### config.mk
export PLATFORM = sky130hd
export DESIGN_NAME = serial_flash_pin_interface
export DESIGN_NICKNAME = d
export VERILOG_FILES = /design/src/verilog/pin_sync.v /design/src/verilog/low_pulse_timer.v /design/src/verilog/serial_flash_pin_interface.v
export VERILOG_INCLUDE_DIRS = /design/src /design/src/verilog
export SDC_FILE = /design/constraint.sdc
export NUM_CORES = 1
export LEC_CHECK = 0
export ABC_AREA = 1
export ABC_CLOCK_PERIOD_IN_PS = 2200
export BUFFER_PORTS_ARGS = -buffer_cell sky130_fd_sc_hd__buf_2
export CORE_ASPECT_RATIO = 0.75
export CORE_MARGIN = 3
export CORE_UTILIZATION = 50
export DETAILED_ROUTE_END_ITERATION = 16
export PLACE_DENSITY = 0.74
export REMOVE_ABC_BUFFERS = 1
export SLEW_MARGIN = 10
export SYNTH_ARGS = -nofsm -noshare
export SYNTH_HDL_FRONTEND = slang
export SYNTH_HIERARCHICAL = 1
export SYNTH_SLANG_ARGS = --single-unit
export TNS_END_PERCENT = 10
### constraint.sdc
create_clock -name sys_clk -period 2.2 [get_ports sys_clk]
set_input_delay 0.11 -clock sys_clk [delete_from_list [all_inputs] [get_ports sys_clk]]
set_output_delay 0.11 -clock sys_clk [all_outputs]
set_load 0.03 [all_outputs]
### src/verilog/flash_pin_map.vh
`ifndef FLASH_PIN_MAP_VH
`define FLASH_PIN_MAP_VH
// ==========================================================
// What this block and its host must do
// (RQ1) Capture inputs on serial clock rise, DDR on both
// (RQ2) Launch SDR on fall, DDR on both
// (RQ3) Deselected: ignore inputs, outputs high impedance
// (RQ4) Busy bit high while internal operation runs
// (RQ5) Select low is active; deselect idle is standby
// (RQ6) Host gives select fall before first command
// (RQ7) Line zero bidirectional in dual and quad
// (RQ8) Single output on fall; line one bidirectional
// (RQ9) Protect low with disable bit drops writes
// (RQ10) Quad enable turns protect pin into line two
// (RQ11) Shared reset only quad off or deselected
// (RQ12) Quad and selected: line three is data only
// (RQ13) Shared reset needs select high, pulse time
// (RQ14) Host drives line three high ending writes
// (RQ15) Device drives line three high after reads
// (RQ16) Reset enable zero ignores shared reset pin
// (RQ17) Dedicated reset low pulse starts hardware reset
// (RQ18) Hardware reset ends within recovery period
// (RQ19) Host leaves shared reset unused with dedicated
// (RQ20) No shared reset line among quad memories
// (RQ21) No commands accepted during reset recovery
// (RQ22) Protect only when quad off, disable bit set
// ==========================================================

// Timing
`define CLK_PERIOD_NS 100
`define RESET_PULSE_NS 200
`define RESET_RECOVERY_NS 35000
`define SELECT_HIGH_NS 50

// Register field positions
`define QUAD_ENABLE_BIT 1
`define RESET_ENABLE_BIT 5
`define WRITE_DISABLE_BIT 7
`define WIP_BIT 1

// Bus widths
`define WIDTH_SINGLE 2'h0
`define WIDTH_DUAL 2'h1
`define WIDTH_QUAD 2'h2

// Synchroniser reset values: sck low, csN and resetN high, lines 2 and 3 pulled up
`define PIN_SYNC_RESET 7'h3C
`endif

### src/verilog/pin_sync.v
// ==========================================================
// Two-stage synchroniser
module pin_sync #(
	parameter WIDTH = 7,
	parameter [WIDTH-1:0] RESET_VALUE = {WIDTH{1'b0}}
) (
	// Clock and reset
	input wire sys_clk,
	input wire rst,
	// Data
	input wire [WIDTH-1:0] asyncIn,
	output wire [WIDTH-1:0] syncOut
);
	reg [WIDTH-1:0] stageOne_ff;
	reg [WIDTH-1:0] stageTwo_ff;

	always @(posedge sys_clk) begin
		if (rst) begin
			stageOne_ff <= RESET_VALUE;
			stageTwo_ff <= RESET_VALUE;
		end else begin
			stageOne_ff <= asyncIn;
			stageTwo_ff <= stageOne_ff;
		end
	end

	assign syncOut = stageTwo_ff;
endmodule

### src/verilog/low_pulse_timer.v
// ==========================================================
// One pulse once a condition has held COUNT cycles
module low_pulse_timer #(
	parameter WIDTH = 8,
	parameter [WIDTH-1:0] COUNT = 8'h02
) (
	// Clock and reset
	input wire sys_clk,
	input wire rst,
	// Condition and result
	input wire cond,
	output wire fired
);
	reg [WIDTH-1:0] cnt_ff;
	reg [WIDTH-1:0] nxt_cnt;
	reg fired_ff;

	always @* begin
		nxt_cnt = cnt_ff;
		if (!cond) begin
			nxt_cnt = {WIDTH{1'b0}};
		end else if (cnt_ff != COUNT) begin
			nxt_cnt = cnt_ff + {{(WIDTH-1){1'b0}}, 1'b1};
		end
	end

	always @(posedge sys_clk) begin
		if (rst) begin
			cnt_ff <= {WIDTH{1'b0}};
			fired_ff <= 1'b0;
		end else begin
			cnt_ff <= nxt_cnt;
			fired_ff <= cond && (cnt_ff == COUNT - {{(WIDTH-1){1'b0}}, 1'b1});
		end
	end

	assign fired = fired_ff;
endmodule

### src/verilog/serial_flash_pin_interface.v
`include "flash_pin_map.vh"
// ==========================================================
// Pin-level front end of a multi-line serial flash port
module serial_flash_pin_interface #(
	parameter CNT_WIDTH = 12
) (
	// Clock and reset
	input wire sys_clk,
	input wire rst,
	// Serial pins
	input wire sck,
	input wire csN,
	input wire resetN,
	input wire [3:0] dataIn,
	output wire [3:0] dataOut,
	output wire [3:0] dataOe,
	// Register bits from the core
	input wire [7:0] configOneVolatile,
	input wire [7:0] configTwoVolatile,
	input wire [7:0] statusOneNonvolatile,
	// Transfer control from the core
	input wire [1:0] busWidth,
	input wire ddrMode,
	input wire txEnable,
	input wire [3:0] txData,
	input wire readTransfer,
	input wire opBusy,
	input wire regWriteCmd,
	// Status to the core
	output wire [3:0] rxData,
	output wire rxValid,
	output wire rxOnFall,
	output wire txReq,
	output wire selected,
	output wire standby,
	output wire writeInProgress,
	output wire regWriteBlocked,
	output wire hwResetPulse,
	output wire resetBusy,
	output wire firstSelectSeen
);
	// ==========================================================
	// Timing counts
	localparam integer PULSE_CYC_I = (`RESET_PULSE_NS + `CLK_PERIOD_NS - 1) / `CLK_PERIOD_NS;
	localparam integer RECOV_CYC_I = `RESET_RECOVERY_NS / `CLK_PERIOD_NS;
	localparam integer HOLD_CYC_I = (`SELECT_HIGH_NS + `CLK_PERIOD_NS - 1) / `CLK_PERIOD_NS;
	localparam [CNT_WIDTH-1:0] CNT_ONE = {{(CNT_WIDTH-1){1'b0}}, 1'b1};
	localparam [CNT_WIDTH-1:0] PULSE_CYC = PULSE_CYC_I < 1 ? CNT_ONE : PULSE_CYC_I[CNT_WIDTH-1:0];
	localparam [CNT_WIDTH-1:0] RECOV_CYC = RECOV_CYC_I < 1 ? CNT_ONE : RECOV_CYC_I[CNT_WIDTH-1:0];
	localparam [CNT_WIDTH-1:0] HOLD_CYC = HOLD_CYC_I < 1 ? CNT_ONE : HOLD_CYC_I[CNT_WIDTH-1:0];

	// ==========================================================
	// Lane mask per bus width
	function [3:0] laneMask;
		input [1:0] width;
		begin
			case (width)
				`WIDTH_DUAL: laneMask = 4'h3;
				`WIDTH_QUAD: laneMask = 4'hF;
				default: laneMask = 4'h1;
			endcase
		end
	endfunction

	// ==========================================================
	// Pin synchronisers
	wire [6:0] pinSync;
	wire sckS;
	wire csNS;
	wire resetNS;
	wire [3:0] dataS;

	pin_sync #(
		.WIDTH(7),
		.RESET_VALUE(`PIN_SYNC_RESET)
	) u_pin_sync (
		.sys_clk(sys_clk),
		.rst(rst),
		.asyncIn({sck, csN, resetN, dataIn}),
		.syncOut(pinSync)
	);

	assign sckS = pinSync[6];
	assign csNS = pinSync[5];
	assign resetNS = pinSync[4];
	assign dataS = pinSync[3:0];

	// ==========================================================
	// Edge detection on synchronised pins
	reg sckPrev_ff;
	reg csNPrev_ff;
	wire sckRise;
	wire sckFall;
	wire csFall;
	wire csRise;

	always @(posedge sys_clk) begin
		if (rst) begin
			sckPrev_ff <= 1'b0;
			csNPrev_ff <= 1'b1;
		end else begin
			sckPrev_ff <= sckS;
			csNPrev_ff <= csNS;
		end
	end

	assign sckRise = sckS && !sckPrev_ff;
	assign sckFall = !sckS && sckPrev_ff;
	assign csFall = !csNS && csNPrev_ff;
	assign csRise = csNS && !csNPrev_ff;

	// ==========================================================
	// Mode bits
	wire quadOn;
	wire resetOn;
	wire writeDisable;

	assign quadOn = configOneVolatile[`QUAD_ENABLE_BIT];
	assign resetOn = configTwoVolatile[`RESET_ENABLE_BIT];
	assign writeDisable = statusOneNonvolatile[`WRITE_DISABLE_BIT];

	// ==========================================================
	// Reset pulse detection
	reg resetBusy_ff;
	reg [3:0] dataOe_ff;
	wire dedicatedFired;
	wire sharedFired;
	wire sharedCond;

	low_pulse_timer #(
		.WIDTH(CNT_WIDTH),
		.COUNT(PULSE_CYC)
	) u_dedicated_timer (
		.sys_clk(sys_clk),
		.rst(rst),
		.cond(!resetNS),
		.fired(dedicatedFired)
	); // see (RQ17)

	// Line three as reset: enabled, deselected, not driven by us
	assign sharedCond = resetOn && csNS && !dataS[3] && !dataOe_ff[3]; // see (RQ11) see (RQ16)

	low_pulse_timer #(
		.WIDTH(CNT_WIDTH),
		.COUNT(PULSE_CYC)
	) u_shared_timer (
		.sys_clk(sys_clk),
		.rst(rst),
		.cond(sharedCond),
		.fired(sharedFired)
	); // see (RQ12) see (RQ13)

	// ==========================================================
	// Hardware reset recovery
	reg [CNT_WIDTH-1:0] recov_ff;
	reg [CNT_WIDTH-1:0] nxt_recov;
	reg hwResetPulse_ff;
	reg nxt_resetBusy;
	wire resetStart;

	assign resetStart = dedicatedFired || sharedFired;

	always @* begin
		nxt_recov = recov_ff;
		nxt_resetBusy = resetBusy_ff;
		if (resetStart) begin
			nxt_recov = RECOV_CYC;
			nxt_resetBusy = 1'b1; // see (RQ17)
		end else if (resetBusy_ff) begin
			nxt_recov = recov_ff - CNT_ONE;
			if (recov_ff == CNT_ONE) begin
				nxt_resetBusy = 1'b0; // see (RQ18)
			end
		end
	end

	always @(posedge sys_clk) begin
		if (rst) begin
			recov_ff <= {CNT_WIDTH{1'b0}};
			resetBusy_ff <= 1'b0;
			hwResetPulse_ff <= 1'b0;
		end else begin
			recov_ff <= nxt_recov;
			resetBusy_ff <= nxt_resetBusy;
			hwResetPulse_ff <= resetStart;
		end
	end

	// ==========================================================
	// Select tracking
	reg armed_ff;
	reg selected_ff;
	reg standby_ff;
	reg wip_ff;
	wire live;

	always @(posedge sys_clk) begin
		if (rst) begin
			armed_ff <= 1'b0;
			selected_ff <= 1'b0;
			standby_ff <= 1'b1;
			wip_ff <= 1'b0;
		end else begin
			// A fresh select fall is needed after power-up or reset
			if (resetStart) begin
				armed_ff <= 1'b0;
			end else if (csFall && !resetBusy_ff) begin
				armed_ff <= 1'b1; // see (RQ6)
			end
			selected_ff <= !csNS && !resetBusy_ff; // see (RQ5)
			standby_ff <= csNS && !opBusy && !resetBusy_ff; // see (RQ5)
			wip_ff <= opBusy; // see (RQ4)
		end
	end

	// Commands only while selected, armed and out of reset
	assign live = !csNS && armed_ff && !resetBusy_ff; // see (RQ3) see (RQ21)

	// ==========================================================
	// Input capture
	reg [3:0] rxData_ff;
	reg rxValid_ff;
	reg rxOnFall_ff;
	wire capture;

	assign capture = live && !txEnable && (sckRise || (ddrMode && sckFall)); // see (RQ1)

	always @(posedge sys_clk) begin
		if (rst) begin
			rxData_ff <= 4'h0;
			rxValid_ff <= 1'b0;
			rxOnFall_ff <= 1'b0;
		end else begin
			rxValid_ff <= capture;
			if (capture) begin
				rxData_ff <= dataS & laneMask(busWidth); // see (RQ7) see (RQ10)
				rxOnFall_ff <= sckFall;
			end
		end
	end

	// ==========================================================
	// Write-protect check
	reg blocked_ff;

	always @(posedge sys_clk) begin
		if (rst) begin
			blocked_ff <= 1'b0;
		end else begin
			// Protect pin low during a register write drops it silently when the disable bit is set and quad is off
			blocked_ff <= regWriteCmd && writeDisable && !quadOn && !dataS[2]; // see (RQ9) see (RQ22)
		end
	end

	// ==========================================================
	// Output launch
	reg [3:0] dataOut_ff;
	reg [3:0] nxt_dataOut;
	reg [3:0] nxt_dataOe;
	reg txReq_ff;
	reg readSeen_ff;
	reg [CNT_WIDTH-1:0] hold_ff;
	reg [CNT_WIDTH-1:0] nxt_hold;
	wire launch;
	wire driving;

	assign driving = live && txEnable;
	assign launch = driving && (sckFall || (ddrMode && sckRise)); // see (RQ2)

	always @* begin
		nxt_hold = hold_ff;
		if (csRise && readSeen_ff && !resetBusy_ff) begin
			nxt_hold = HOLD_CYC; // see (RQ15)
		end else if (!csNS || resetStart) begin
			nxt_hold = {CNT_WIDTH{1'b0}};
		end else if (hold_ff != {CNT_WIDTH{1'b0}}) begin
			nxt_hold = hold_ff - CNT_ONE;
		end
	end

	always @* begin
		nxt_dataOut = dataOut_ff;
		nxt_dataOe = 4'h0;
		if (csNS) begin
			// Deselected: only the line three hold after a read
			if (nxt_hold != {CNT_WIDTH{1'b0}}) begin
				nxt_dataOe = 4'h8; // see (RQ15)
				nxt_dataOut = 4'h8;
			end
		end else if (driving) begin
			nxt_dataOe = laneMask(busWidth); // see (RQ7) see (RQ10)
			if (busWidth == `WIDTH_SINGLE) begin
				nxt_dataOe = 4'h2; // see (RQ8)
			end
			if (launch) begin
				if (busWidth == `WIDTH_SINGLE) begin
					nxt_dataOut = {2'h0, txData[0], 1'b0}; // see (RQ8)
				end else begin
					nxt_dataOut = txData & laneMask(busWidth);
				end
			end
		end
	end

	always @(posedge sys_clk) begin
		if (rst) begin
			dataOut_ff <= 4'h0;
			dataOe_ff <= 4'h0;
			txReq_ff <= 1'b0;
			readSeen_ff <= 1'b0;
			hold_ff <= {CNT_WIDTH{1'b0}};
		end else begin
			dataOut_ff <= nxt_dataOut;
			dataOe_ff <= nxt_dataOe; // see (RQ3)
			txReq_ff <= launch;
			hold_ff <= nxt_hold;
			if (csFall) begin
				readSeen_ff <= 1'b0;
			end else if (driving && readTransfer) begin
				readSeen_ff <= 1'b1;
			end
		end
	end

	// ==========================================================
	// Outputs
	assign dataOut = dataOut_ff;
	assign dataOe = dataOe_ff;
	assign rxData = rxData_ff;
	assign rxValid = rxValid_ff;
	assign rxOnFall = rxOnFall_ff;
	assign txReq = txReq_ff;
	assign selected = selected_ff;
	assign standby = standby_ff;
	assign writeInProgress = wip_ff;
	assign regWriteBlocked = blocked_ff;
	assign hwResetPulse = hwResetPulse_ff;
	assign resetBusy = resetBusy_ff;
	assign firstSelectSeen = armed_ff;
endmodule

# Yosys cells after proc, flatten, opt, wreduce, memory -nomap -nowiden
# Cells that the tools add are included.
# totals
reg_bits	89
word_cells	118
input_bits	44
output_inout_bits	22
# op_classes
n_reduce_logical	54
n_bitwise	3
n_addsub	4
n_mux	24
eq_ne	8
# op_table
cell	count
$mux 4	15
$eq 12x1->1 const B	3
$mux 12	3
$logic_and 1x1->1	27
$add 12x1->12 const B	2
$ne 12x2->1 const B	2
$reduce_bool 12->1	2
$sub 12x1->12 const B	2
$mux 9	2
$logic_not 1->1	12
$and 4x4->4	2
$pmux 4 s2	1
$reduce_or 2->1	4
$reduce_bool 2->1	3
$logic_or 1x1->1	4
$mux 1	3
$reduce_and 3->1	1
$eq 2x1->1 const B	1
$eq 2x2->1 const B	1
$logic_not 2->1	1
$ne 2x2->1 const B	1
$not 1->1	1

# Depth between registers and ports, before layout
# Gate-level depths: netlist of run 1.
# depth
word_depth	13
mapped_depth	14
depth_no_buf	13

# By module
# Netlist of run 1, hierarchy kept.
# modules_own_cells
module	cells_per_inst	instances	area_per_inst_um2
serial_flash_pin_interface	323	1	2363.5
low_pulse_timer	98	2	688.2
pin_sync	43	1	391.6

# Worst setup path before layout of run 1
# Ideal clock, no wire load.
# synth_path
kind	register -> register
start	register resetBusy_ff, in the netlist resetBusy
end	register recov_ff[11]
path_slack_ns	0.431
path_stages_with_launch	12
arrival_ns	1.650
required_time_ns	2.081
n_path_buf	1
period_less_slack_ns	1.769
setup_ns	0.119
cell_sequence	dfxtp_1 buf_2 inv_2 nor2_1 nand2_1 nor2_1 inv_1 nor2_1 nand3b_1 nand3b_1 o21ai_0 a21oi_1
# synth_rtl
element	line	text
from (decl)	serial_flash_pin_interface.v:124	reg resetBusy_ff;
from (signal assigned)	serial_flash_pin_interface.v:184	resetBusy_ff <= nxt_resetBusy;
to (signal assigned)	serial_flash_pin_interface.v:179	recov_ff <= {CNT_WIDTH{1'b0}};
to (signal assigned)	serial_flash_pin_interface.v:183	recov_ff <= nxt_recov;
to (decl)	serial_flash_pin_interface.v:155	reg [CNT_WIDTH-1:0] recov_ff;

# Final worst setup path of run 1
# layout_path
start	register hold_ff[0]
end	register dataOut_ff[2], in the netlist dataOut[2]
# layout_between
elab_chain_len	7
word_cells_on_any_way	8
cone_classes	add/sub: 1; eq/ne: 1; mux: 3; reduce/logical: 3
# layout_lines
element	line	text
from (decl)	serial_flash_pin_interface.v:262	reg [CNT_WIDTH-1:0] hold_ff;
from (signal assigned)	serial_flash_pin_interface.v:311	hold_ff <= {CNT_WIDTH{1'b0}};
from (signal assigned)	serial_flash_pin_interface.v:316	hold_ff <= nxt_hold;
$sub 12x1->12 / $reduce_bool 12->1 (equally long branches)	serial_flash_pin_interface.v:277, serial_flash_pin_interface.v:276	
$mux 12 (*)	serial_flash_pin_interface.v:276	end else if (hold_ff != {CNT_WIDTH{1'b0}}) begin
$mux 12 (*)	serial_flash_pin_interface.v:274	end else if (!csNS || resetStart) begin
$mux 12 (*)	serial_flash_pin_interface.v:272	if (csRise && readSeen_ff && !resetBusy_ff) begin
$reduce_bool 12->1 (*)	serial_flash_pin_interface.v:286	if (nxt_hold != {CNT_WIDTH{1'b0}}) begin
$ne 2x2->1 (no line) (*)	n/a	
$reduce_and 3->1 (no line) (*)	n/a	
to (signal assigned)	serial_flash_pin_interface.v:313	dataOut_ff <= nxt_dataOut;
to (decl)	serial_flash_pin_interface.v:257	reg [3:0] dataOut_ff;
# Mark *: on every way between the ends. The rest lies on a longest branch, timed or not.
# A chain may end at the register's enable or synchronous reset.

==> results of run 1 <==
## synth_stat cells
| cell | instances | area share [%] |
|---|---|---|
| nand2_4 | 2 | 0.55 |
| nand2_1 | 117 | 11 |
| inv_1 | 80 | 7.3 |
| nand4_2 | 1 | 0.30 |
| buf_1 | 2 | 0.18 |
| and3_1 | 2 | 0.30 |
| nor2_1 | 91 | 8.3 |
| clkbuf_8 | 1 | 0.33 |
| a32oi_1 | 1 | 0.21 |
| xor2_1 | 3 | 0.64 |
| dfxtp_1 | 89 | 43 |
| nor4_1 | 1 | 0.15 |
| nor3b_2 | 3 | 0.91 |
| inv_2 | 6 | 0.55 |
| buf_2 | 1 | 0.12 |
| o21ai_1 | 3 | 0.36 |
| a31oi_1 | 4 | 0.61 |
| nor2_2 | 12 | 1.8 |
| clkbuf_2 | 1 | 0.12 |
| a21oi_1 | 24 | 2.9 |
| nand4_4 | 1 | 0.51 |
| ha_1 | 13 | 3.9 |
| o41ai_1 | 1 | 0.21 |
| nand3_1 | 30 | 3.6 |
| a41oi_1 | 1 | 0.21 |
| nand2_2 | 6 | 0.91 |
| nand3b_1 | 7 | 1.3 |
| nor3_1 | 4 | 0.48 |
| nand4_1 | 12 | 1.8 |
| a211oi_1 | 2 | 0.36 |
| clkbuf_1 | 1 | 0.091 |
| nor2_4 | 10 | 2.7 |
| or2_2 | 1 | 0.15 |
| o31ai_1 | 1 | 0.18 |
| o21ai_0 | 22 | 2.7 |
| a21oi_2 | 1 | 0.21 |
| buf_4 | 2 | 0.36 |
| xnor2_1 | 2 | 0.42 |
| nor2_8 | 1 | 0.48 |
## worst reg2reg max path: stages (launching register included)
cell and delay, ps:
dfxtp_1 340, inv_2 120, ha_1 150, nor3b_2 370, a21oi_2 150, nand2_1 130
nand2_2 70, nor2_2 200, nand4_4 170, nor2_1 150, nor2_2 50
## logic make-up (layout without fill, tap and decap cells)
group           after synthesis  count (layout)  share of synthesized area, %
fa+ha+maj                    13              13                          3.94
simple gates                301             301                          34.9
buf+inv                      94             161                          9.02
compound gates               60              60                          7.93
xor+xnor                      5               5                          1.06
flops                        89              89                          43.1
## where the power goes
group	total [mW]	internal [mW]	switching [mW]	leakage, nW
registers	1.86	1.74	0.118	0.724
logic	1.62	0.574	1.05	1.40
clock network	1.00	0.468	0.535	0.0932
## placed cells by master (no fill, tap or decap), types with 4 or more instances in the layout
| cell | count |
|---|---|
| a31oi_1 | 4 |
| nand4_1 | 12 |
| buf_2 | 44 |
| nand3_1 | 30 |
| o21ai_0 | 22 |
| nor2_1 | 91 |
| nand2_1 | 117 |
| ha_1 | 13 |
| clkbuf_8 | 11 |
| nor3_1 | 4 |
| dfxtp_1 | 89 |
| inv_2 | 6 |
| nand2_2 | 6 |
| buf_4 | 4 |
| nor2_2 | 12 |
| nor2_4 | 10 |
| dlygate4sd3_1 | 11 |
| a21oi_1 | 24 |
| nand3b_1 | 7 |
| inv_1 | 80 |
## path summary, 6_finish.rpt
| path | to | depth (start not counted) | slack, ps | from |
|---|---|---|---|---|
| worst max-delay path | dataOut[2] | 10 | 210 | hold_ff[0] |
| worst min-delay path | dataOe[1] | 3 | 60 | busWidth[0] |
| worst max register to register | dataOut[2] | 10 | 210 | hold_ff[0] |
| worst min register to register | u_pin_sync/syncOut[6] | 2 | 400 | u_pin_sync/stageOne_ff[6] |
## registers in the layout, summed over array words and instances, names as in the netlist
name	flops
readSeen_ff	1
firstSelectSeen	1
rxData	4
u_pin_sync/stageOne_ff	7
u_dedicated_timer/fired	1
sckPrev_ff	1
recov_ff	12
hwResetPulse	1
txReq	1
csNPrev_ff	1
dataOe	4
selected	1
dataOut	4
writeInProgress	1
standby	1
u_shared_timer/fired	1
rxOnFall	1
regWriteBlocked	1
u_dedicated_timer/cnt_ff	12
u_pin_sync/syncOut	7
resetBusy	1
hold_ff	12
u_shared_timer/cnt_ff	12
rxValid	1
## per-stage QoR
step           utilization [%]  std cells  hold slack, ps
2_1_floorplan                -        554             179
3_3_place_gp              56.1        707             272
3_5_place_dp              56.1        707             277
4_1_cts                   59.7        734            40.2
5_1_grt                   59.7        734            57.8
6_report                  59.7        734            58.2
## layout make-up
| class | count | share of cell area (%) |
|---|---|---|
| repair buffers | 59 | 7.59 |
| multi-input cells | 379 | 41.6 |
| well taps | 105 | 2.77 |
| clock buffers | 13 | 3.35 |
| flip-flops and latches | 89 | 37.5 |
| clock inverters | 3 | 0.316 |
| inverters | 86 | 6.80 |
## metal layers
| layer | track usage [%] | part of all wire (%) | wire [microns] | vias to the layer above |
|---|---|---|---|---|
| met2 | 29.4 | 43 | 3480 | 78 |
| met1 | 24.3 | 50 | 4050 | 1549 |
| met4 | 5.93 | 1.1 | 91 | 0 |
| li1 | - | - | - | 1887 |
| met3 | 5.98 | 6.5 | 533 | 9 |
| met5 | 0 | 0 | 0 | - |
## timing repair
action / CTS / global route
endpoints found under the hold margin: 11 / 0
hold buffers: 11 / 0
gates resized for setup: 0 / 0
==> impl_metrics.toml, run 1 <==
[place]
portBuffers = 44
hpwl_mm = 6.01
gp_congestion = 0.927
place_ws_ps = 225
placed_area_sq_um = 4460

[drt]
num_vias = 3523
drt_iter0_drc = 196
vias_per_cell = 4.80
drt_wl_total_mm = 8.15
remaining_drc_errors = 0
detail-route-antenna-nets = 0
dr.pass1.iters = 4
routedWlPerCell_microns = 11.1

[worst_setup_path]
max_stage_delay_ps = 370
critPathBufInv = 1
critPathTopFamily = "simple AND/OR/NAND/NOR gates"
cp_cell_sequence = "inv_2 > ha_1 > nor3b_2 > a21oi_2 > nand2_1 > nand2_2 > nor2_2 > nand4_4 > nor2_1 > nor2_2"
path_class = "reg2reg"
critPathMaxFanout = 7
critPathSlowestCell = "nor3b_2"
end_kind = "register"
cp.required_ps = 2460
worstPathArrival_ps = 2250
worstSetupStartpointType = "register"
crit_top_cell = "nor2_2"

[synth]
synth.distinct_cells = 39
ys_seq_area_share_pct = 43.1
synth-warning-count = 6
synth-seq-cells = 89
synthCells = 562
synth_area_sq_um = 4130
syn_area_per_cell_sq_um = 7.35

[timing]
setup_ws_ps = 209
fin_skew_ps = 8.84
min_period_ps = 1990
slew_violations = 0
period_share_pct = 90.5
finalHoldViolations = 0
relSlewSlack_pct = 63.9
rsz0062_at_grt = "no"
fmaxAchievable_ghz = 0.502
fin_setup_tns_ps = 0
worst_pin_slew_ps = 542
setup_viol = 0

[global_routing]
grt_usage_pct = 18.6
grt.overflow.total = 0
grt_pass1_vias = 3355
grt_first_pass_wirelength_mm = 14.5
grt_start_max_net_pins = 27
antenna_found_initial = 0

[die]
start_util_pct = 52.0
rows = 28
die_w_microns = 111
die_y_microns = 84.7
ios = 66
core-area_sq_um = 7950
die-area_sq_um = 9400

[power]
leakage_nw = 2.22
power_density_nw_per_um2 = 944
finalPower_mw = 4.48
peakVddDrop_mv = 0.545

[layout]
design_area_sq_um = 4750
drive_above_1_share_pct = 16.9
num_antenna_cells = 0
synthToLayoutAreaGrowth_pct = 14.9
register_area_sq_um = 1780
final_nets = 681
fill_cells = 730
multi_input_area_sq_um = 1980

[clock_network]
worstSkewPairLatency_ps = 360
tritoncts = "built"
cts_root_buffer = "clkbuf_8"
clock_path_buffers = 2
cts_setup_buffers = 0
ctsHtreeMaxLevel = 3
clk_pin_slew_ps = 80
numCtsBuffers = 9
cts_num_sinks = 89

[status]
outcome = "finished clean"

[hold_path]
hold_path_class = "in2reg"

[run]
cap_violations = 0
Note: power is estimated with default switching activity, not from simulation.
==> run 2, diff against run 1 <==
- PLACE_DENSITY: 0.74 -> 0.79
- SKIP_CTS_REPAIR_TIMING: unset -> 1
==> run 2 against run 1 <==
Final area down 0.45%. Global-route usage down 0.59 points. Critical path depth unchanged. Die area unchanged. Count of clock-buffer cells in the layout down 3. First-iteration DRC count down 31%. Via count up 1.2%. Worst hold slack worse by 34 ps. Sequential power about the same. Routed wire length up 2.5%. Critical endpoint unchanged. Largest cell class unchanged.
==> impl_metrics.toml, run 2 (same netlist as run 1, synthesis figures left out) <==
[worst_setup_path]
critPathMaxFanout = 7
critPathSlowestCell = "nor3b_2"
worstPathArrival_ps = 2220
cp.required_ps = 2460
path_class = "reg2reg"
worstSetupStartpointType = "register"
max_stage_delay_ps = 370
end_kind = "register"
crit_top_cell = "nor2_2"
cp_cell_sequence = "inv_2 > ha_1 > nor3b_2 > a21oi_2 > nand2_1 > nand2_2 > nor2_2 > nand4_4 > nor2_1 > nor2_2"

[die]
start_util_pct = 52.0
die-area_sq_um = 9400
die_w_microns = 111
die_y_microns = 84.7
ios = 66
core-area_sq_um = 7950
rows = 28

[drt]
wl_met1_mm = 3.96
dr.pass1.iters = 4
detail-route-antenna-nets = 0
num_vias = 3567
top_layer_used = "met4"
remaining_drc_errors = 0
drt_wl_total_mm = 8.35
vias_per_cell = 4.87
wl_met3_microns = 345
dr_wl_met2_mm = 3.96
drt_iter0_drc = 136
routedWlPerCell_microns = 11.4

[clock_network]
tritoncts = "built"
worstSkewPairLatency_ps = 360
cts_root_buffer = "clkbuf_8"
numCtsBuffers = 9
clk_pin_slew_ps = 80
ctsHtreeMaxLevel = 3
clock_path_buffers = 2
cts_num_sinks = 89

[timing]
fmaxAchievable_ghz = 0.510
setup_viol = 0
min_period_ps = 1960
hold-worst-slack_ps = 24.1
fin_skew_ps = 8.67
period_share_pct = 89.2
setup_ws_ps = 238
relSlewSlack_pct = 72.4
fin_setup_tns_ps = 0
finalHoldViolations = 0
slew_violations = 0
worst_pin_slew_ps = 412
rsz0062_at_grt = "no"

[layout]
drive_above_1_share_pct = 17.0
fill_cells = 719
final_cell_mix = "nand2_1, nor2_1, dfxtp_1"
num_antenna_cells = 0
final_common_cell = "nand2_1"
design_area_sq_um = 4730
synthToLayoutAreaGrowth_pct = 14.4
final_nets = 680

[global_routing]
grt_first_pass_wirelength_mm = 14.0
grt_usage_pct = 18.0
grt_pass1_vias = 3305
antenna_found_initial = 0
grt.overflow.total = 0
grt_start_max_net_pins = 25

[place]
place_ws_ps = 256
hpwl_mm = 6.29
gp_congestion = 0.817
portBuffers = 44
placed_area_sq_um = 4460

[power]
finalPower_mw = 4.47
peakVddDrop_mv = 0.947
power_density_nw_per_um2 = 946
leakage_nw = 2.21

[status]
outcome = "finished clean"

[hold_path]
hold_path_class = "in2reg"

[run]
cap_violations = 0
[run 2: cell types whose count changed in the layout (fill, tap and decap cells not counted)]
cell	previous run	this run
clkbuf_8	11	9
clkinvlp_4	0	2
clkbuf_1	2	1
clkinv_2	3	4
dlygate4sd3_1	11	10
[run 2: path summary, 6_finish.rpt]
check / start / end / slack [ps] / cells after the start
worst max-delay path: hold_ff[0] / dataOut[2] / 240 / 10
worst min-delay path: readTransfer / readSeen_ff / 20 / 3
worst max register to register: hold_ff[0] / dataOut[2] / 240 / 10
worst min register to register: u_pin_sync/stageOne_ff[0] / u_pin_sync/syncOut[0] / 410 / 2
[run 2: through the flow]
stage,std cells,util [%]
finish,733,59.4
global route,733,59.4
CTS,723,58.2
detailed placement,707,56.1
global placement,707,56.1
floorplan,554,-
[run 2: critical path: cells and delay by family, from the launching register on]
kind | cells | cell delay [ps]
adder cells (fa/ha/maj) | 1 | 150
AND/OR/NAND/NOR | 7 | 1100
buffers and inverters | 1 | 120
flip-flops | 1 | 340
AO/OA/AOI/OAI | 1 | 140
[run 2: power breakdown]
group / total (mW) / switching (mW) / internal, mW
clock: 0.962 / 0.560 / 0.402
combinational: 1.65 / 1.07 / 0.576
sequential: 1.86 / 0.117 / 1.74
[run 2: layout make-up]
class,instances,area (sq um),share of cell area [%]
sequential,89,1780,37.7
multi-input combinational,379,1980,41.8
tap,105,131,2.78
clock buffer,10,128,2.70
inverter,86,323,6.83
clock inverter,6,35.0,0.741
timing repair buffer,58,350,7.41
[run 2: metal layers]
layer	GRT usage, %	up-vias
li1	-	1893
met4	5.48	0
met1	22.8	1609
met5	0	-
met2	30.1	56
met3	4.97	9
